`src/verilog/gpa_pkg.sv`:
```
package gpa_pkg;
  localparam int unsigned PORT_W = 8;

  localparam logic [31:0] BASE_ADDR      = 32'h4000_0000;
  localparam logic [11:0] OFS_DATA       = 12'h000;
  localparam logic [11:0] OFS_OUT_EN     = 12'h004;
  localparam logic [11:0] OFS_FUNC_ONE   = 12'h008;
  localparam logic [11:0] OFS_PULLUP     = 12'h02c;
  localparam logic [11:0] OFS_PULLDOWN   = 12'h030;
  localparam logic [11:0] OFS_INPUT_EN   = 12'h038;
  localparam logic [11:0] OFS_OPEN_DRAIN = 12'h040;
  localparam logic [11:0] OFS_STANDBY    = 12'h044;
  localparam logic [11:0] OFS_INT_SEL    = 12'h048;
  localparam logic [11:0] ADDR_LOW_MASK  = 12'hfff;

  localparam logic [7:0] RST_DATA       = 8'h00;
  localparam logic [7:0] RST_OUT_EN     = 8'h01;
  localparam logic [7:0] RST_FUNC_ONE   = 8'h03;
  localparam logic [7:0] RST_PULLUP     = 8'h01;
  localparam logic [7:0] RST_PULLDOWN   = 8'h02;
  localparam logic [7:0] RST_INPUT_EN   = 8'h03;
  localparam logic [7:0] RST_OPEN_DRAIN = 8'h00;
  localparam logic [7:0] RST_INT_SEL    = 8'h00;
  localparam logic       RST_DRIVE_KEEP = 1'b0;

  // writable masks: pull-up absent on bit 1, pull-down only on bit 1, no function on bit 7
  localparam logic [7:0] MASK_PULLUP    = 8'hfd;
  localparam logic [7:0] MASK_PULLDOWN  = 8'h02;
  localparam logic [7:0] MASK_FUNC_ONE  = 8'h7f;
  localparam logic [7:0] MASK_ALL       = 8'hff;

  localparam int unsigned BIT_DEBUG_IO  = 0;
  localparam int unsigned BIT_DEBUG_CLK = 1;

  localparam logic [1:0] HTRANS_NONSEQ = 2'h2;
  localparam logic [2:0] HSIZE_WORD    = 3'h2;

  typedef struct packed {
    logic [PORT_W-1:0] out_val;
    logic [PORT_W-1:0] out_en;
    logic [PORT_W-1:0] in_en;
    logic [PORT_W-1:0] pull_up;
    logic [PORT_W-1:0] pull_down;
  } gpa_pad_s;

  typedef struct packed {
    logic [PORT_W-1:0] data;
    logic [PORT_W-1:0] out_en;
    logic [PORT_W-1:0] func;
    logic [PORT_W-1:0] pull_up;
    logic [PORT_W-1:0] pull_down;
    logic [PORT_W-1:0] in_en;
    logic [PORT_W-1:0] open_drain;
    logic [PORT_W-1:0] int_sel;
    logic              drive_keep;
  } gpa_cfg_s;
endpackage

```
`src/verilog/gpa_pad_ctrl.sv`:
```
`timescale 1ns/1ns
module gpa_pad_ctrl #(
  parameter int unsigned W = 8
) (
  input  wire logic             stop_mode,
  input  wire gpa_pkg::gpa_cfg_s cfg,
  input  wire logic [W-1:0]     periph_out,
  input  wire logic [W-1:0]     periph_oe,
  input  wire logic [W-1:0]     debug_valid,
  output      gpa_pkg::gpa_pad_s pad
);
  logic [W-1:0] func_out;

  genvar i;
  generate
    for (i = 0; i < W; i++)
    begin : g_bit
      logic base_oe;
      logic dbg_pin;
      logic int_pin;
      logic run_oe;
      always_comb
      begin
        dbg_pin     = (i == gpa_pkg::BIT_DEBUG_IO) && cfg.func[i];
        // debug data pin never counts as an interrupt pin: its stop input follows drive-keep
        int_pin     = cfg.int_sel[i] && cfg.func[i] && cfg.in_en[i] && !dbg_pin;
        // port mode drives data, function mode drives peripheral
        func_out[i] = cfg.func[i] ? periph_out[i] : cfg.data[i];
        base_oe     = cfg.out_en[i] && (!cfg.func[i] || periph_oe[i]);
        run_oe      = base_oe && !cfg.open_drain[i];
        pad.out_val[i]   = func_out[i];
        pad.pull_up[i]   = cfg.pull_up[i];
        pad.pull_down[i] = cfg.pull_down[i];
        if (!stop_mode)
        begin
          pad.out_en[i] = run_oe;
          pad.in_en[i]  = cfg.in_en[i];
        end
        else if (dbg_pin && cfg.out_en[i])
        begin
          // debug data pin output ignores drive-keep and follows its own valid
          pad.out_en[i] = debug_valid[i];
          pad.in_en[i]  = cfg.drive_keep && cfg.in_en[i];
        end
        else if (int_pin)
        begin
          pad.in_en[i]  = 1'b1;
          pad.out_en[i] = cfg.drive_keep && run_oe;
        end
        else
        begin
          pad.out_en[i] = cfg.drive_keep && run_oe;
          pad.in_en[i]  = cfg.drive_keep && cfg.in_en[i];
        end
      end
    end
  endgenerate
endmodule // gpa_pad_ctrl

```
`src/verilog/gpa_port.sv`:
```
// Added by the designer: register access over AHB-Lite.
`timescale 1ns/1ns
// Overview of operation
// - data register at 0x0000: reads pin levels, writes output values
// - output control at 0x0004 enables each pin's output driver
// - function bit 1 routes pin to its peripheral; register at 0x0008
// - open-drain bit 1 disables output buffer, pseudo open-drain
// - pull-up control at 0x002C per pin except bit 1
// - pull-down control at 0x0030, bit 1 only
// - input control at 0x0038 gates input buffers, on by default for bits 0 and 1 only
// - stop with drive-keep 1: inputs and outputs follow enables
// - stop with drive-keep 0: ordinary pins lose input and output
// - interrupt pins keep input in stop; output only with drive-keep
// - stop: debug pin drives only while its debug data is valid
// - eight bits, each direction set independently
// - reset: bit 0 debug data pin, input, output, pull-up on
// - reset: bit 1 debug clock pin, input and pull-down on
// - reset: bits 2..7 plain pins, input, output, pull-up off
// - bit 0 debug output follows its debug valid in stop despite drive-keep
// - registers decoded from base 0x4000_0000
module gpa_port #(
  parameter int unsigned W = gpa_pkg::PORT_W
) (
  input  wire logic         CLK,
  input  wire logic         SYS_RST,
  input  wire logic         HSEL,
  input  wire logic [31:0]  HADDR,
  input  wire logic [1:0]   HTRANS,
  input  wire logic         HWRITE,
  input  wire logic [2:0]   HSIZE,
  input  wire logic [31:0]  HWDATA,
  input  wire logic         HREADY,
  output      logic [31:0]  HRDATA,
  output      logic         HREADYOUT,
  output      logic         HRESP,
  input  wire logic         STOP_MODE,
  input  wire logic [W-1:0] PIN_IN,
  output      logic [W-1:0] PIN_OUT,
  output      logic [W-1:0] PIN_OE,
  output      logic [W-1:0] PIN_IE,
  output      logic [W-1:0] PIN_PULLUP,
  output      logic [W-1:0] PIN_PULLDOWN,
  input  wire logic [W-1:0] PERIPH_OUT,
  input  wire logic [W-1:0] PERIPH_OE,
  input  wire logic [W-1:0] DEBUG_VALID,
  output      logic [W-1:0] PERIPH_IN
);
  gpa_pkg::gpa_cfg_s cfg_ff;
  gpa_pkg::gpa_cfg_s nxt_cfg;
  gpa_pkg::gpa_pad_s pad_comb;
  gpa_pkg::gpa_pad_s pad_ff;
  logic [W-1:0]      pin_meta_ff;
  logic [W-1:0]      pin_sync_ff;
  logic [W-1:0]      periph_in_ff;
  logic [W-1:0]      nxt_periph_in;
  logic              stop_meta_ff;
  logic              stop_sync_ff;
  logic              wr_pend_ff;
  logic              nxt_wr_pend;
  logic [11:0]       wr_ofs_ff;
  logic [11:0]       nxt_wr_ofs;
  logic [31:0]       rdata_ff;
  logic [31:0]       nxt_rdata;
  logic              addr_phase;
  logic              base_hit;
  logic [11:0]       ofs;
  logic [W-1:0]      wbyte;

  // ahb-lite slave: zero wait states, write lands one cycle after address phase
  always_comb
  begin
    addr_phase  = HSEL && HREADY && (HTRANS == gpa_pkg::HTRANS_NONSEQ);
    base_hit    = (HADDR & ~{20'h0_0000, gpa_pkg::ADDR_LOW_MASK}) == gpa_pkg::BASE_ADDR;
    ofs         = HADDR[11:0];
    nxt_wr_pend = addr_phase && HWRITE && base_hit;
    nxt_wr_ofs  = ofs;
    nxt_rdata   = 32'h0000_0000;
    if (addr_phase && !HWRITE && base_hit)
    begin
      unique case (ofs)
        gpa_pkg::OFS_DATA:       nxt_rdata[W-1:0] = pin_sync_ff;
        gpa_pkg::OFS_OUT_EN:     nxt_rdata[W-1:0] = cfg_ff.out_en;
        gpa_pkg::OFS_FUNC_ONE:   nxt_rdata[W-1:0] = cfg_ff.func;
        gpa_pkg::OFS_PULLUP:     nxt_rdata[W-1:0] = cfg_ff.pull_up;
        gpa_pkg::OFS_PULLDOWN:   nxt_rdata[W-1:0] = cfg_ff.pull_down;
        gpa_pkg::OFS_INPUT_EN:   nxt_rdata[W-1:0] = cfg_ff.in_en;
        gpa_pkg::OFS_OPEN_DRAIN: nxt_rdata[W-1:0] = cfg_ff.open_drain;
        gpa_pkg::OFS_STANDBY:    nxt_rdata[0]     = cfg_ff.drive_keep;
        gpa_pkg::OFS_INT_SEL:    nxt_rdata[W-1:0] = cfg_ff.int_sel;
        default:                 nxt_rdata        = 32'h0000_0000;
      endcase
    end
  end

  always_comb
  begin
    wbyte   = HWDATA[W-1:0];
    nxt_cfg = cfg_ff;
    if (wr_pend_ff)
    begin
      unique case (wr_ofs_ff)
        gpa_pkg::OFS_DATA:       nxt_cfg.data       = wbyte;
        gpa_pkg::OFS_OUT_EN:     nxt_cfg.out_en     = wbyte;
        gpa_pkg::OFS_FUNC_ONE:   nxt_cfg.func       = wbyte & gpa_pkg::MASK_FUNC_ONE;
        gpa_pkg::OFS_PULLUP:     nxt_cfg.pull_up    = wbyte & gpa_pkg::MASK_PULLUP;
        gpa_pkg::OFS_PULLDOWN:   nxt_cfg.pull_down  = wbyte & gpa_pkg::MASK_PULLDOWN;
        gpa_pkg::OFS_INPUT_EN:   nxt_cfg.in_en      = wbyte;
        gpa_pkg::OFS_OPEN_DRAIN: nxt_cfg.open_drain = wbyte;
        gpa_pkg::OFS_STANDBY:    nxt_cfg.drive_keep = HWDATA[0];
        gpa_pkg::OFS_INT_SEL:    nxt_cfg.int_sel    = wbyte;
        default:                 nxt_cfg            = cfg_ff;
      endcase
    end
  end

  // input path only passes synchronized level when its buffer is enabled
  always_comb
  begin
    nxt_periph_in = pin_sync_ff & pad_ff.in_en;
  end

  gpa_pad_ctrl #(
    .W (W)
  ) u_pad (
    .stop_mode   (stop_sync_ff),
    .cfg         (cfg_ff),
    .periph_out  (PERIPH_OUT),
    .periph_oe   (PERIPH_OE),
    .debug_valid (DEBUG_VALID),
    .pad         (pad_comb)
  );

  always_ff @(posedge CLK)
  begin
    if (SYS_RST)
    begin
      cfg_ff.data       <= gpa_pkg::RST_DATA;
      cfg_ff.out_en     <= gpa_pkg::RST_OUT_EN;
      cfg_ff.func       <= gpa_pkg::RST_FUNC_ONE;
      cfg_ff.pull_up    <= gpa_pkg::RST_PULLUP;
      cfg_ff.pull_down  <= gpa_pkg::RST_PULLDOWN;
      cfg_ff.in_en      <= gpa_pkg::RST_INPUT_EN;
      cfg_ff.open_drain <= gpa_pkg::RST_OPEN_DRAIN;
      cfg_ff.int_sel    <= gpa_pkg::RST_INT_SEL;
      cfg_ff.drive_keep <= gpa_pkg::RST_DRIVE_KEEP;
      pad_ff            <= '0;
      periph_in_ff      <= '0;
      pin_meta_ff       <= '0;
      pin_sync_ff       <= '0;
      stop_meta_ff      <= 1'b0;
      stop_sync_ff      <= 1'b0;
      wr_pend_ff        <= 1'b0;
      wr_ofs_ff         <= 12'h000;
      rdata_ff          <= 32'h0000_0000;
    end
    else
    begin
      cfg_ff       <= nxt_cfg;
      pad_ff       <= pad_comb;
      periph_in_ff <= nxt_periph_in;
      pin_meta_ff  <= PIN_IN;
      pin_sync_ff  <= pin_meta_ff;
      stop_meta_ff <= STOP_MODE;
      stop_sync_ff <= stop_meta_ff;
      wr_pend_ff   <= nxt_wr_pend;
      wr_ofs_ff    <= nxt_wr_ofs;
      rdata_ff     <= nxt_rdata;
    end
  end

  always_comb
  begin
    HRDATA       = rdata_ff;
    HREADYOUT    = 1'b1;
    HRESP        = 1'b0;
    PIN_OUT      = pad_ff.out_val;
    PIN_OE       = pad_ff.out_en;
    PIN_IE       = pad_ff.in_en;
    PIN_PULLUP   = pad_ff.pull_up;
    PIN_PULLDOWN = pad_ff.pull_down;
    PERIPH_IN    = periph_in_ff;
  end
endmodule // gpa_port

```
`config.mk`:
```
export PLATFORM = sky130hd
export DESIGN_NAME = gpa_port
export DESIGN_NICKNAME = d
export VERILOG_FILES = /design/src/verilog/gpa_pkg.sv /design/src/verilog/gpa_pad_ctrl.sv /design/src/verilog/gpa_port.sv
export SDC_FILE = /design/constraint.sdc
export NUM_CORES = 1
export LEC_CHECK = 0
export ABC_AREA = 1
export BUFFER_PORTS_ARGS = -buffer_cell sky130_fd_sc_hd__buf_2
export CAP_MARGIN = 20
export CORE_MARGIN = 2
export CORE_UTILIZATION = 45
export DETAILED_ROUTE_END_ITERATION = 16
export GPL_ROUTABILITY_DRIVEN = 0
export PLACE_DENSITY = 0.84
export SLEW_MARGIN = 10
export SYNTH_ARGS = -nofsm -noshare
export SYNTH_HDL_FRONTEND = slang
export SYNTH_SLANG_ARGS = --single-unit
```
`constraint.sdc`:
```
create_clock -name CLK -period 4 [get_ports CLK]
set_input_delay 0 -clock CLK [delete_from_list [all_inputs] [get_ports CLK]]
set_output_delay 0 -clock CLK [all_outputs]
set_load 0.01 [all_outputs]
```
==> out/qor.yml <==
hold_viol: 0
netlist_area_um2: 5620
synth_area_leaders: "dfxtp_1 (48%), nor2_1 (9.9%), inv_1 (7.1%)"
required_ns: 4.29
pin_count: 189
postRouteAntennaNets: 0
yosysWarnings: 0
netlist_instances: 752
wirelength_um: 14500
p_leak_nw: 3.49
p_comb_share_pct: 5.8
cts_max_path_buffers: 2
wl_per_cell_um: 13.3
relSlewSlack_pct: 48.8
synth_top_area_share_pct: 48.1
grt_pass1_vias: 4620
power.density_nw_per_um2: 434
grt_setup_unrepaired: "false"
slowest_delay_ns: 0.44
fmaxAchievable_mhz: 565
p_clk_share_pct: 50.5
power_switching_uw: 749
startpoint_type: "flip-flop"
cts-buffers-inserted: 17
layout_setup_ws_ns: 2.23
viasPerCell: 4.72
fin_util_pct: 59.8
grt_first_pass_wirelength_um: 22300
multi_input_area_um2: 2210
areaGrowthSynthToFinish_pct: 28.7
status: "finished, final reports clean"
pre_cts_slack_ns: 2.27
drive_above_1_share_pct: 19.5
dr.pass1.iters: 5
drv_cap: 0
drtIter0Drc: 420
start_util_pct: 46.4
crit_slowest_cell: "nand3_1"
drc: 0
min_path_type: "input pin to flip-flop"
seq_area_um2: 2700
synth_cell_types: 31
core_um2: 12100
fin_area_um2: 7240
portBuffers: 118
n_antenna_cell: 0
antenna_found_initial: 0
num_vias: 5166
arrival_ns: 2.06
cts.repair_timing.setup_buffer_count: 0
yosysSeqAreaShare_pct: 48.1
worstPathCellList: "inv_1 -> nand2_1 -> nor3_4 -> nand3_1 -> o21ai_0 -> a21oi_1"
fp.dieH_um: 116
grtUsageTotal_pct: 21.9
rows: 40
finalCritPeriodShare_pct: 44.3
drv_slew: 0
overflow: 0
nNetsFinal: 1021
cp_num_buf_inv: 1
ctsHtreeMaxLevel: 4
fin_crit_ns: 1.77
placed_area_um2: 6180
yosys.area.top_type: "dfxtp_1"
cpLargestDelayFamily: "simple AND/OR/NAND/NOR gates"
cts_resized: 0
setup_violations: 0
die_width_um: 116
p_int_mw: 2.39
hpwl_um: 10100
grt_max_degree: 48
worst_pin_slew_ns: 0.767
dieArea_um2: 13400
finalSetupTns_ns: 0
fin_skew_ns: 0.0134
power_frac_seq_pct: 43.7
nFillCells: 1085
numClockSinks: 135
root_buffer: "clkbuf_16"
ir_drop_mv: 0.252
clk_pin_slew_ns: 0.06
worstSetupPathType: "flip-flop to flip-flop"
cp-end-kind: "flip-flop"
swShare_pct: 23.8
syn_avg_cell_area_um2: 7.48
cts_tree: "built"
crit_path_max_fanout: 16
ys_ff_latch: 135
clock_latency_ns: 0.43
[timing repair]
item                                   4_1_cts  5_1_grt
setup endpoints to repair                    0        0
endpoints found under the hold margin       91        0
hold buffers                                46        0
[layer usage]
metal  global-route usage (%)  routed length, um  vias up  part of all wire (%)
met2                     35.2               6420      261                    44
met1                     28.2               6480     2261                    45
li1                         -                  -     2623                     -
met3                     5.28               1300       21                   9.0
met4                     9.76                311        0                   2.1
met5                        0                  0        -                     0
[worst min-delay path, delay by kind of cell]
family                 cells  cell delay (ns)
buffers and inverters      1             0.08
and+or+nand+nor            5             0.36
[cell usage after synthesis]
master / instances
a21oi_1: 29
nor4_4: 1
nand2_2: 4
clkbuf_8: 1
buf_4: 37
a32oi_1: 1
o211ai_1: 6
clkinv_1: 3
nand2_1: 106
a211oi_2: 6
nor3_1: 9
buf_6: 5
buf_2: 4
nor3_4: 1
nor4_1: 8
a211oi_1: 11
inv_2: 3
nor2_4: 2
clkbuf_1: 12
nand3_2: 2
dfxtp_1: 135
nand3_1: 61
o21ai_0: 38
o22ai_1: 1
nor2_1: 149
nor2_2: 4
nor3_2: 2
nand4_1: 2
nand3b_1: 1
inv_1: 106
conb_1: 2
[final cells by class]
class	count	area share (%)
inverter	112	5.81
timing repair buffer	170	15.1
multi-input combinational	478	30.5
tap	168	2.90
clock inverter	14	2.25
clock buffer	18	6.07
sequential	135	37.3
[cells by family (layout without fill, tap and decap cells)]
| logic type | after synthesis | after routing | share of synthesized area [%] |
|---|---|---|---|
| DFF | 135 | 135 | 48.1 |
| buffers and inverters | 171 | 314 | 14.8 |
| and+or+nand+nor | 352 | 352 | 27.2 |
| AOI/OAI and AO/OA | 92 | 92 | 9.83 |
| other | 2 | 34 | 0.134 |
[power by group through the flow]
| stage | sequential [mW] | clock (mW) | combinational, mW |
|---|---|---|---|
| finish | 1.37 | 1.59 | 0.183 |
| global route | 1.38 | 1.66 | 0.204 |
| CTS | 1.37 | 1.60 | 0.181 |
| detailed placement | 1.40 | 0 | 0.146 |
| global placement | 1.40 | 0 | 0.144 |
| floorplan | 1.40 | 0 | 0.106 |
[flip-flops by register name (all words and copies together) (netlist names), 7 cells and up]
| name | count |
|---|---|
| wr_ofs_ff | 12 |
| PERIPH_IN | 8 |
| PIN_IE | 8 |
| pin_meta_ff | 8 |
| cfg_ff | 56 |
| PIN_PULLUP | 7 |
| HRDATA | 8 |
| PIN_OUT | 8 |
| pin_sync_ff | 8 |
| PIN_OE | 8 |
[path summary, 6_finish.rpt]
path | to | slack (ns) | from | cells past startpoint
max | cfg_ff[55]$_SDFFE_PP0P_ | 2.23 | wr_ofs_ff[6]$_SDFF_PP0_ | 6
min | HRDATA[0]$_SDFF_PP0_ | 0.06 | HADDR[29] | 6
max reg2reg | cfg_ff[55]$_SDFFE_PP0P_ | 2.23 | wr_ofs_ff[6]$_SDFF_PP0_ | 6
min reg2reg | pin_sync_ff[7]$_SDFF_PP0_ | 0.40 | pin_meta_ff[7]$_SDFF_PP0_ | 2
[metrics by stage]
| stage | cells | hold WS, ns | power, mW |
|---|---|---|---|
| 6_report | 1095 | 0.0570 | 3.14 |
| 3_5_place_dp | 1017 | 0.213 | 1.55 |
| 2_1_floorplan | 784 | 0.107 | 1.51 |
| 5_1_grt | 1095 | 0.0773 | 3.24 |
| 3_3_place_gp | 1016 | 0.200 | 1.55 |
| 4_1_cts | 1095 | 0.0219 | 3.16 |
[cell usage in the layout (no fill, tap or decap), drive strengths merged]
master	instances
a21oi	29
nand2	110
a211oi	17
clkinv	6
conb	34
nor3	12
dlygate4sd3	46
a32oi	1
clkbuf	18
nor4	9
inv	117
o21ai	38
buf	124
nand3b	1
o22ai	1
clkinvlp	1
nand3	63
bufinv	2
nand4	2
nor2	155
dfxtp	135
o211ai	6
Power figures use the tool's default switching activity.
